===== config.mk =====
export PLATFORM = sky130hd
export DESIGN_NAME = gac_regs
export DESIGN_NICKNAME = d
export VERILOG_FILES = /design/src/core/gac_pkg.sv /design/src/core/gac_regs.sv /design/src/core/gac_lane.sv
export SDC_FILE = /design/constraint.sdc
export NUM_CORES = 1
export LEC_CHECK = 0
export BUFFER_PORTS_ARGS = -buffer_cell sky130_fd_sc_hd__buf_2
export CORE_MARGIN = 2
export CORE_UTILIZATION = 33
export CTS_CLUSTER_SIZE = 12
export DETAILED_ROUTE_END_ITERATION = 7
export PLACE_DENSITY = 0.76
export SETUP_SLACK_MARGIN = 0.05
export SLEW_MARGIN = 20
export SYNTH_ARGS = -nofsm -noshare
export SYNTH_HDL_FRONTEND = slang
export SYNTH_SLANG_ARGS = --single-unit

===== constraint.sdc =====
create_clock -name clock -period 1 [get_ports clock]
set_input_delay 0.1 -clock clock [delete_from_list [all_inputs] [get_ports clock]]
set_output_delay 0.1 -clock clock [all_outputs]
set_load 0.05 [all_outputs]

===== src/core/gac_pkg.sv =====
// Purpose: shared constants and types for the aperture config registers
// Assumes: dword-aligned configuration accesses with byte enables
// Notes: offsets are byte offsets of the dword that holds the register
package gac_pkg;
	// register offsets
	localparam logic [7:0] GAC_OFS_APERTURE_BASE = 8'h10;
	localparam logic [7:0] GAC_OFS_CAP_POINTER = 8'h34;
	localparam logic [7:0] GAC_OFS_SYSTEM_CONFIG = 8'h50;
	// reset and fixed values
	localparam logic [31:0] GAC_APERTURE_BASE_RESET = 32'h0000_0008;
	localparam logic [21:0] GAC_APERTURE_LOW_FIXED = 22'h00_0008;
	localparam logic [7:0] GAC_CAP_POINTER_VALUE = 8'ha0;
	localparam logic [15:0] GAC_SYSTEM_CONFIG_RESET = 16'h8000;
	localparam logic [3:0] GAC_BASE_UPPER_RESET = 4'h0;
	localparam logic [5:0] GAC_BASE_SIZED_RESET = 6'h00;
	// field positions
	localparam int GAC_BASE_UPPER_LSB = 28;
	localparam int GAC_BASE_SIZED_LSB = 22;
	localparam int GAC_HANDSHAKE_BIT = 15;
	localparam int GAC_LANES = 4;
	// writable masks per register
	localparam logic [31:0] GAC_UPPER_WMASK = 32'hf000_0000;
	localparam logic [31:0] GAC_CONFIG_WMASK = 32'h0000_8000;

	// one configuration request
	typedef struct packed {
		logic valid;
		logic write;
		logic [7:0] addr;
		logic [3:0] byte_en;
		logic [31:0] wdata;
	} gac_req_t;

	// whole state of the register bank
	typedef struct packed {
		logic [3:0] base_upper;
		logic [5:0] base_sized;
		logic handshake_disable;
		logic [31:0] rdata;
		logic done;
	} gac_state_t;
endpackage


===== src/core/gac_regs.sv =====
// Purpose: aperture base, capability pointer and system config registers
// Assumes: one request pulse at a time; size control comes from elsewhere
// Notes: answer and read data appear one clock after the request
`timescale 1ns/1ps
module gac_regs
	import gac_pkg::*;
(
	// clock and reset
	input wire logic clock,
	input wire logic reset,
	// configuration request
	input wire gac_req_t cfg_req,
	// configuration answer
	output logic [31:0] cfg_rdata_reg,
	output logic cfg_done_reg,
	// size control from the back-end size register
	input wire logic [5:0] aperture_size_control,
	// decoded state for the rest of the bridge
	output logic [31:0] aperture_base_address_reg,
	output logic interrupt_write_handshake_disable_reg
);
	gac_state_t state_reg;
	gac_state_t state_next;
	logic [31:0] read_word;
	logic [31:0] write_mask;
	logic [31:0] merged_word;
	logic [5:0] sized_visible;

	// a sized bit is visible only while its size bit allows it
	assign sized_visible = state_reg.base_sized & aperture_size_control;

	// read mux; unmapped dwords read zero
	always_comb begin
		read_word = 32'h0000_0000;
		write_mask = 32'h0000_0000;
		unique case (cfg_req.addr)
			GAC_OFS_APERTURE_BASE: begin
				read_word = {state_reg.base_upper, sized_visible,
					GAC_APERTURE_LOW_FIXED};
				write_mask = GAC_UPPER_WMASK |
					(32'({aperture_size_control}) << GAC_BASE_SIZED_LSB);
			end
			GAC_OFS_CAP_POINTER: begin
				read_word = {24'h00_0000, GAC_CAP_POINTER_VALUE};
			end
			GAC_OFS_SYSTEM_CONFIG: begin
				read_word = {16'h0000, state_reg.handshake_disable,
					15'h0000};
				write_mask = GAC_CONFIG_WMASK;
			end
			default: begin
				read_word = 32'h0000_0000;
				write_mask = 32'h0000_0000;
			end
		endcase
	end

	// byte lanes merge writes; one lane module per byte
	genvar lane;
	generate
		for (lane = 0; lane < GAC_LANES; lane++) begin : g_lane
			gac_lane u_lane (
				.old_byte(read_word[lane*8 +: 8]),
				.new_byte(cfg_req.wdata[lane*8 +: 8]),
				.mask(write_mask[lane*8 +: 8]),
				.enable(cfg_req.valid & cfg_req.write & cfg_req.byte_en[lane]),
				.merged(merged_word[lane*8 +: 8])
			);
		end
	endgenerate

	// next state
	always_comb begin
		state_next = state_reg;
		// stored sized bits drop as soon as their size bit clears
		state_next.base_sized = sized_visible;
		state_next.done = cfg_req.valid;
		state_next.rdata = cfg_req.valid ? read_word : 32'h0000_0000;
		if (cfg_req.valid && cfg_req.write) begin
			unique case (cfg_req.addr)
				GAC_OFS_APERTURE_BASE: begin
					state_next.base_upper =
						merged_word[GAC_BASE_UPPER_LSB +: 4];
					// masked merge keeps read-only sized bits at zero
					state_next.base_sized =
						merged_word[GAC_BASE_SIZED_LSB +: 6];
				end
				GAC_OFS_SYSTEM_CONFIG: begin
					state_next.handshake_disable =
						merged_word[GAC_HANDSHAKE_BIT];
				end
				default: begin
					state_next.handshake_disable = state_reg.handshake_disable;
				end
			endcase
		end
	end

	// state register; reset values as the hardware defines them
	always_ff @(posedge clock) begin
		if (reset) begin
			state_reg.base_upper <= GAC_BASE_UPPER_RESET;
			state_reg.base_sized <= GAC_BASE_SIZED_RESET;
			state_reg.handshake_disable <=
				GAC_SYSTEM_CONFIG_RESET[GAC_HANDSHAKE_BIT];
			state_reg.rdata <= 32'h0000_0000;
			state_reg.done <= 1'b0;
		end else begin
			state_reg <= state_next;
		end
	end

	// outputs come straight from the state flops
	assign cfg_rdata_reg = state_reg.rdata;
	assign cfg_done_reg = state_reg.done;
	assign aperture_base_address_reg = {state_reg.base_upper,
		state_reg.base_sized, GAC_APERTURE_LOW_FIXED};
	assign interrupt_write_handshake_disable_reg = state_reg.handshake_disable;
endmodule


===== src/core/gac_lane.sv =====
// Purpose: merge one byte lane of a configuration write
// Assumes: mask marks bits that software may change
// Notes: purely combinational
`timescale 1ns/1ps
module gac_lane (
	// lane inputs
	input wire logic [7:0] old_byte,
	input wire logic [7:0] new_byte,
	input wire logic [7:0] mask,
	input wire logic enable,
	// merged lane
	output logic [7:0] merged
);
	logic [7:0] take;

	// only masked bits of an enabled lane follow the write data
	always_comb begin
		take = enable ? mask : 8'h00;
		merged = (old_byte & ~take) | (new_byte & take);
	end
endmodule


-- Word level (Yosys, flattened, before mapping)
Index checks and enable logic that the tools add are counted.
- bits of input ports: 54
- register bits: 44
- reduce and logical (&&, ||, !) cells: 4
- multiplexer cells: 8
- bitwise gates (word level): 18
- equal/unequal tests: 3
- operators with widths (cell ; count):
    $pmux W32 S3 ; 1
    $pmux W32 S2 ; 1
    $and A8 B8 Y8 ; 6
    $mux W8 ; 3
    $not A8 Y8 ; 3
    $or A8 B8 Y8 ; 3
    $eq A8 B5 Y1 const B ; 1
    $eq A8 B6 Y1 const B ; 1
    $eq A8 B7 Y1 const B ; 1
    $mux W7 ; 1
    $and A6 B6 Y6 ; 1
    $mux W6 ; 1
    $and A1 B1 Y1 ; 4
    $reduce_and A2 Y1 ; 2
    $reduce_or A2 Y1 ; 1
    $logic_and A1 B1 Y1 ; 1
    $mux W1 ; 1
    $not A1 Y1 ; 1

-- Depth between registers and ports, before layout
Gate-level depths: netlist of the first run.
- word-level depth: 8
- gate-level depth with buffers: 4
- gate-level depth less buffers: 3

-- Cells and area by module
From an unflattened synthesis of the first run, not the netlist that was laid out.
- cells, all modules: 214
- area total of the unflattened synthesis: 1889.3 um^2
- by module, submodules not included (module ; area each (um^2) ; instances ; cells each):
    gac_regs ; 1405.1 ; 1 ; 163
    gac_lane ; 161.4 ; 3 ; 17

-- Worst setup path before layout of the first run
No wires, ideal clock.
- kind: input port to flip-flop
- start point: input cfg_req[39] (netlist bit)
- end point: register state_reg, in the netlist cfg_rdata_reg[23]
- path buffers: 1
- arrival time: 0.954 ns
- stages on the path: 4
- setup slack: -0.015 ns
- cell sequence: nor4b_4 -> and3_1 -> buf_6 -> and3_1
- word-level cells in the longest chain between the ends: 2
- elaborated cells between the ends (all ways): 4
- those cells by class: eq/ne: 3; mux: 1
- ends and longest elaborated chain (element ; line ; source):
    from (decl) ; gac_regs.sv:12 ; input wire gac_req_t cfg_req,
    $eq A8 B7 Y1, or another cell as far along ; gac_regs.sv:36 ; unique case (cfg_req.addr)
    $pmux W32 S3 (*) ; gac_regs.sv:36 ;
    to (signal assigned) ; gac_regs.sv:109 ; state_reg <= state_next;
    to (decl) ; gac_regs.sv:22 ; gac_state_t state_reg;
Mark *: on every way between the ends. The rest lies on a longest branch, timed or not.
A chain may end at the register's enable or synchronous reset.

-- Worst setup path in the final report of the first run
- start point: register state_reg, in the netlist cfg_rdata_reg[24]
- end point: output cfg_rdata_reg[24]
- RTL lines (element ; line ; source):
    to (decl) ; gac_regs.sv:14 ; output logic [31:0] cfg_rdata_reg,
No word-level cell between the ends.

==> results.ini, run 1 <==
[clock_tree]
clkLatencyLatePin_ps = 260
cts_sinks = 25
clock_path_buffers = 2
hold_buffers = 0
cts_made_buffers = 3
cts_max_level = 1
cts-root-buf = clkbuf_8
cts_tree = yes
cts.clk_slew.worst_paths_ps = 90

[timing]
fmax_ghz = 1.09
finalSetupTns_ps = 0
finClkSkew_ps = 0.540
hold_violations = 0
rsz0062_at_grt = false
fin_crit_ps = 920
hold_ws_ps = 29.9
min_period_over_period_pct = 92.0
final_max_slew_viol_count = 0
setup_viol = 0

[finish]
largest_reg_flops = 13
final_common_cell = conb_1
layout_common_cells = conb_1, buf_2, dfxtp_1, buf_6
fillers = 379
postLayoutCellArea_um2 = 1680
antennaDiodeCount = 0
nets = 247
final_cells = 240
fin_util_pct = 45.3
area_growth_pct = 30.5
drive_above_1_share_pct = 40.1

[pwr]
power.switching_w = 0.000708
p_clk_share_pct = 28.4
worst_ir_drop_vdd_mv = 0.493
p_int_w = 0.00137
p_seq_share_pct = 48.0
p_leak_nw = 0.893
p_per_area_nw_per_um2 = 1230
p_comb_share_pct = 23.6
netSwitchingFraction_pct = 34.1

[yosys]
yosys_warnings = 0
ys_ff_latch = 25
avgSynthCellArea_um2 = 10.0
yosysUniqueCellTypes = 20
synth_cells = 129
syn_area_um2 = 1290
synth_seq_area_share_pct = 38.8

[floorplan]
core_um2 = 3720
ios = 120
die_w_um = 66.5
die_y_um = 66.5
dieArea_um2 = 4420
rows = 22
floorplan.initialDensity_pct = 34.7

[worst_setup_path]
crit_path_max_fanout = 1
arrival_ps = 820
critPathTopFamily = flip-flops
cp-start-kind = register
critPathSlowestCell = dfxtp_1
endpoint_kind = primary output
worstSetupPathType = register to primary output
max_stage_delay_ps = 310
crit_required_ps = 900
critical_path.cell_chain = buf_2
cp.buffers_inverters = 1

[global_routing]
grt_pass1_wl_um = 3350
grt_pass1_vias = 830
grtUsageTotal_pct = 9.71
grt_max_degree = 23
gr-total-overflow = 0
antenna_found_initial = 0

[detailed_routing]
dr_total_vias = 934
route.detailed.drc = 0
wl_met1_um = 868
routed_wl_um = 2370
drt-initial-drc-count = 28
post_drt_wl_per_cell_um = 9.85
ant_nets = 0
met3_wirelength_um = 248
met2RoutedLength_um = 1240
top_layer = met4
viasPerCell = 3.89
drt_first_pass_iters = 3

[placed_design]
dpl_cell_area_um2 = 1490
hpwlAfterDp_um = 1890
io_buffers = 57
gp_congestion = 0.749
dp_cells = 233

[hold_path]
hp-class = input port to register

[status]
status = finished clean

[job]
maxCapViolations = 0

## synthesized netlist by cell type
master    number  area [µm²]
buf_4         41         308
mux2i_1       11         110
dfxtp_1       25         500
and3_1         8        50.1
nor2b_1        1        6.26
nand3b_1      12        90.1
nor3b_1        1        7.51
and2_1         5        31.3
nand2_1        1        3.75
conb_1         2        7.51
clkbuf_1       2        7.51
nor3_1         1        5.00
buf_6          1        11.3
nand4_1        3        18.8
nor4_4         1        21.3
nand4_4        1        21.3
nor4b_4        1        23.8
nand2b_1       8        50.1
nand3_1        1        5.00
nor2_1         3        11.3
## metrics by stage
stage | power [W] | setup WS [ps]
after floorplan | 0.00152 | -12.0
after global placement | 0.00150 | -190
after detailed placement | 0.00150 | -236
after CTS | 0.00209 | 40.7
after global routing | 0.00216 | 43.5
final | 0.00208 | 79.6
## final timing paths
check / from / endpoint / slack [ps] / cells past startpoint
hold / removal: cfg_req[39] / cfg_rdata_reg[7] / 30 / 2
setup reg to reg: aperture_base_address_reg[22] / aperture_base_address_reg[22] / 340 / 2
setup / recovery: cfg_rdata_reg[24] / cfg_rdata_reg[24] / 80 / 1
hold reg to reg: interrupt_write_handshake_disable_reg / cfg_rdata_reg[15] / 460 / 2
## cell families after synthesis
kind of cell,share of synthesized area [%]
and+or+nand+nor,26.8
buffers and inverters,25.3
DFF,38.8
muxes,8.54
other,0.582
## timing repair
item / in CTS / in global routing
setup endpoints to repair: 16 / 36
pin swaps: 2 / 4
resized for setup: 15 / 29
setup buffers: 0 / 3
hold endpoints to repair: 0 / 0
## power by group through the flow
stage          clock network, W  logic (W)  registers, W
2_1_floorplan                 0   0.000494       0.00103
3_3_place_gp                  0   0.000474       0.00102
3_5_place_dp                  0   0.000476       0.00102
4_1_cts                0.000617   0.000477      0.000997
5_1_grt                0.000648   0.000512      0.000998
6_report               0.000590   0.000489      0.000997
## area by class of cell
class | count | area [µm²] | area share (%)
multi-input cells | 98 | 606 | 36.0
repair buffers | 65 | 462 | 27.4
clock buffers | 3 | 41.3 | 2.45
flip-flops and latches | 25 | 507 | 30.1
clock inverters | 1 | 7.51 | 0.446
well taps | 48 | 60.1 | 3.57
## layer usage
metal  vias to the layer above  GRT usage, %
met5                         -             0
li1                        475             -
met4                         0          2.30
met1                       404          9.83
met3                         2          2.70
met2                        53          19.3
Note: power is estimated with default switching activity, not from simulation.
==> run 2, diff against run 1 <==
Settings changed: CORE_UTILIZATION 33 to 39, PLACE_DENSITY 0.76 to 0.85, SYNTH_HIERARCHICAL set to 1.
==> results.ini, run 2 <==
[status]
status = complete, but fails checks
violations = setup timing

[finish]
largest_reg_flops = 13  ; unchanged
nets = 330  ; +34%
postLayoutCellArea_um2 = 2350  ; +40%
final_cells = 325  ; +35%
drive_above_1_share_pct = 54.2  ; +14 points
area_growth_pct = 43.1
final_common_cell = conb_1
antennaDiodeCount = 0  ; unchanged
layout_common_cells = conb_1, buf_4, buf_2, dfxtp_1, nand2_1

[detailed_routing]
route.detailed.drc = 0  ; unchanged
post_drt_wl_per_cell_um = 12.7  ; +29%
dr_total_vias = 1525  ; +63%
drt-initial-drc-count = 78  ; +180%
viasPerCell = 4.69  ; +21%
drt_first_pass_iters = 4  ; +1
routed_wl_um = 4130  ; +75%
ant_nets = 0  ; unchanged

[placed_design]
hpwlAfterDp_um = 3020  ; +59%
pre_cts_slack_ps = -631  ; -394 ps
io_buffers = 57  ; unchanged
dp_cells = 312  ; +34%
gp_congestion = 0.883  ; +18%
dpl_cell_area_um2 = 1990  ; +33%

[yosys]
syn_area_um2 = 1650  ; +28%
avgSynthCellArea_um2 = 8.75  ; -12%
yosys_warnings = 6  ; +6
synth_cells = 188  ; +46%

[pwr]
worst_ir_drop_vdd_mv = 0.684  ; +39%
p_per_area_nw_per_um2 = 930  ; -25%
netSwitchingFraction_pct = 35.7  ; +1.6 points
p_comb_share_pct = 26.5  ; +2.9 points
p_int_w = 0.00141  ; +2.9%
p_leak_nw = 1.16  ; +30%
power.switching_w = 0.000782  ; +10%
p_seq_share_pct = 45.5  ; -2.5 points
p_clk_share_pct = 28.0  ; -0.4 points

[worst_setup_path]
arrival_ps = 1460  ; +640 ps
reg2reg_slack_ps = -140  ; -480 ps
cp-start-kind = input port
crit_path_max_fanout = 7  ; +6
crit_required_ps = 1160  ; +260 ps
worstSetupPathType = input port to register
endpoint_kind = register
reg2reg_depth = 3  ; +1

[clock_tree]
cts_made_buffers = 3  ; unchanged
clock_path_buffers = 2  ; unchanged
cts_tree = yes
cts-root-buf = clkbuf_8
clkLatencyLatePin_ps = 260  ; about the same
cts_max_level = 1  ; unchanged
cts.clk_slew.worst_paths_ps = 90  ; about the same
cts_sinks = 25  ; unchanged

[global_routing]
grt_pass1_wl_um = 6160  ; +84%
grt_pass1_vias = 1383  ; +67%
grt_max_degree = 14  ; -39%
grtUsageTotal_pct = 16.9  ; +7.2 points
antenna_found_initial = 0  ; unchanged
gr-total-overflow = 0  ; unchanged

[floorplan]
dieArea_um2 = 4750  ; +7.4%
die_y_um = 69.0  ; +3.7%
floorplan.initialDensity_pct = 40.8  ; +6.1 points
ios = 120  ; unchanged
core_um2 = 4030  ; +8.4%
rows = 23  ; +4.5%
die_w_um = 69.0  ; +3.7%

[job]
maxCapViolations = 0  ; unchanged

[timing]
final_max_slew_viol_count = 0  ; unchanged
setup_viol = 11  ; +11
min_period_over_period_pct = 130  ; +38 points
worst_slack_ps = -299  ; -378 ps
finClkSkew_ps = 2.49  ; +1.95 ps
hold_violations = 0  ; unchanged
fmax_ghz = 0.770  ; -29%
fin_crit_ps = 1300  ; +378 ps
rsz0062_at_grt = true

[hold_path]
holdPathStages = 3  ; +1
hp-class = input port to register

[run 2: cell types whose count changed in the layout (fill, tap and decap cells not counted), sizes merged, moves of 11 or more]
| cell | previous run | this run |
|---|---|---|
| buf | 53 | 84 |
| nand2 | 1 | 20 |
| nand3b | 12 | 0 |
| mux2 | 0 | 11 |
| mux2i | 11 | 0 |
[run 2: what timing repair did]
action	4_1_cts	5_1_grt
setup buffers	6	2
hold buffers	0	0
gates resized for setup	43	39
pin swaps	8	5
setup endpoints to repair	32	44
cloned	1	0
[run 2: per-layer routing]
| metal | global-route usage (%) | wire length, µm | vias up |
|---|---|---|---|
| li1 | - | - | 738 |
| met1 | 22.2 | 1700 | 715 |
| met2 | 27.8 | 2090 | 66 |
| met3 | 3.08 | 292 | 6 |
| met4 | 5.88 | 48 | 0 |
| met5 | 0 | 0 | - |
[run 2: worst paths after layout]
kind / start / end
max: cfg_req[42] / aperture_base_address_reg[23]
min: aperture_size_control[4] / cfg_rdata_reg[26]
max reg2reg: interrupt_write_handshake_disable_reg / interrupt_write_handshake_disable_reg
min reg2reg: aperture_base_address_reg[27] / cfg_rdata_reg[27]
[run 2: final cells by class]
class	instances	area [µm²]
repair buffers	98	754
inverters	3	13.8
well taps	50	62.6
fillers	387	1670
clock buffers	4	45.0
multi-input cells	145	971
flip-flops and latches	25	508
[run 2: power by group through the flow]
stage	sequential, W	clock, W	combinational, W
floorplan	0.00103	0	0.000524
global placement	0.00102	0	0.000543
detailed placement	0.00102	0	0.000546
CTS	0.000997	0.000627	0.000561
global route	0.000998	0.000673	0.000607
finish	0.000997	0.000613	0.000579
[run 2: metrics by stage]
step	util [%]	hold WS [ps]	power, W	TNS, ps
global placement	49.3	397	0.00156	-8930
detailed placement	49.3	398	0.00157	-10040
floorplan	-	202	0.00155	-4520
finish	58.4	134	0.00219	-2940
CTS	55.1	116	0.00219	-2850
global route	58.4	152	0.00228	-4490
[run 2: worst max-delay path: stages]
cell and delay (ps):
buf_2 120, nor4_4 340, buf_4 220, and3_4 200
nand2_4 40, mux2_4 290, nand4_1 70, a21oi_1 60
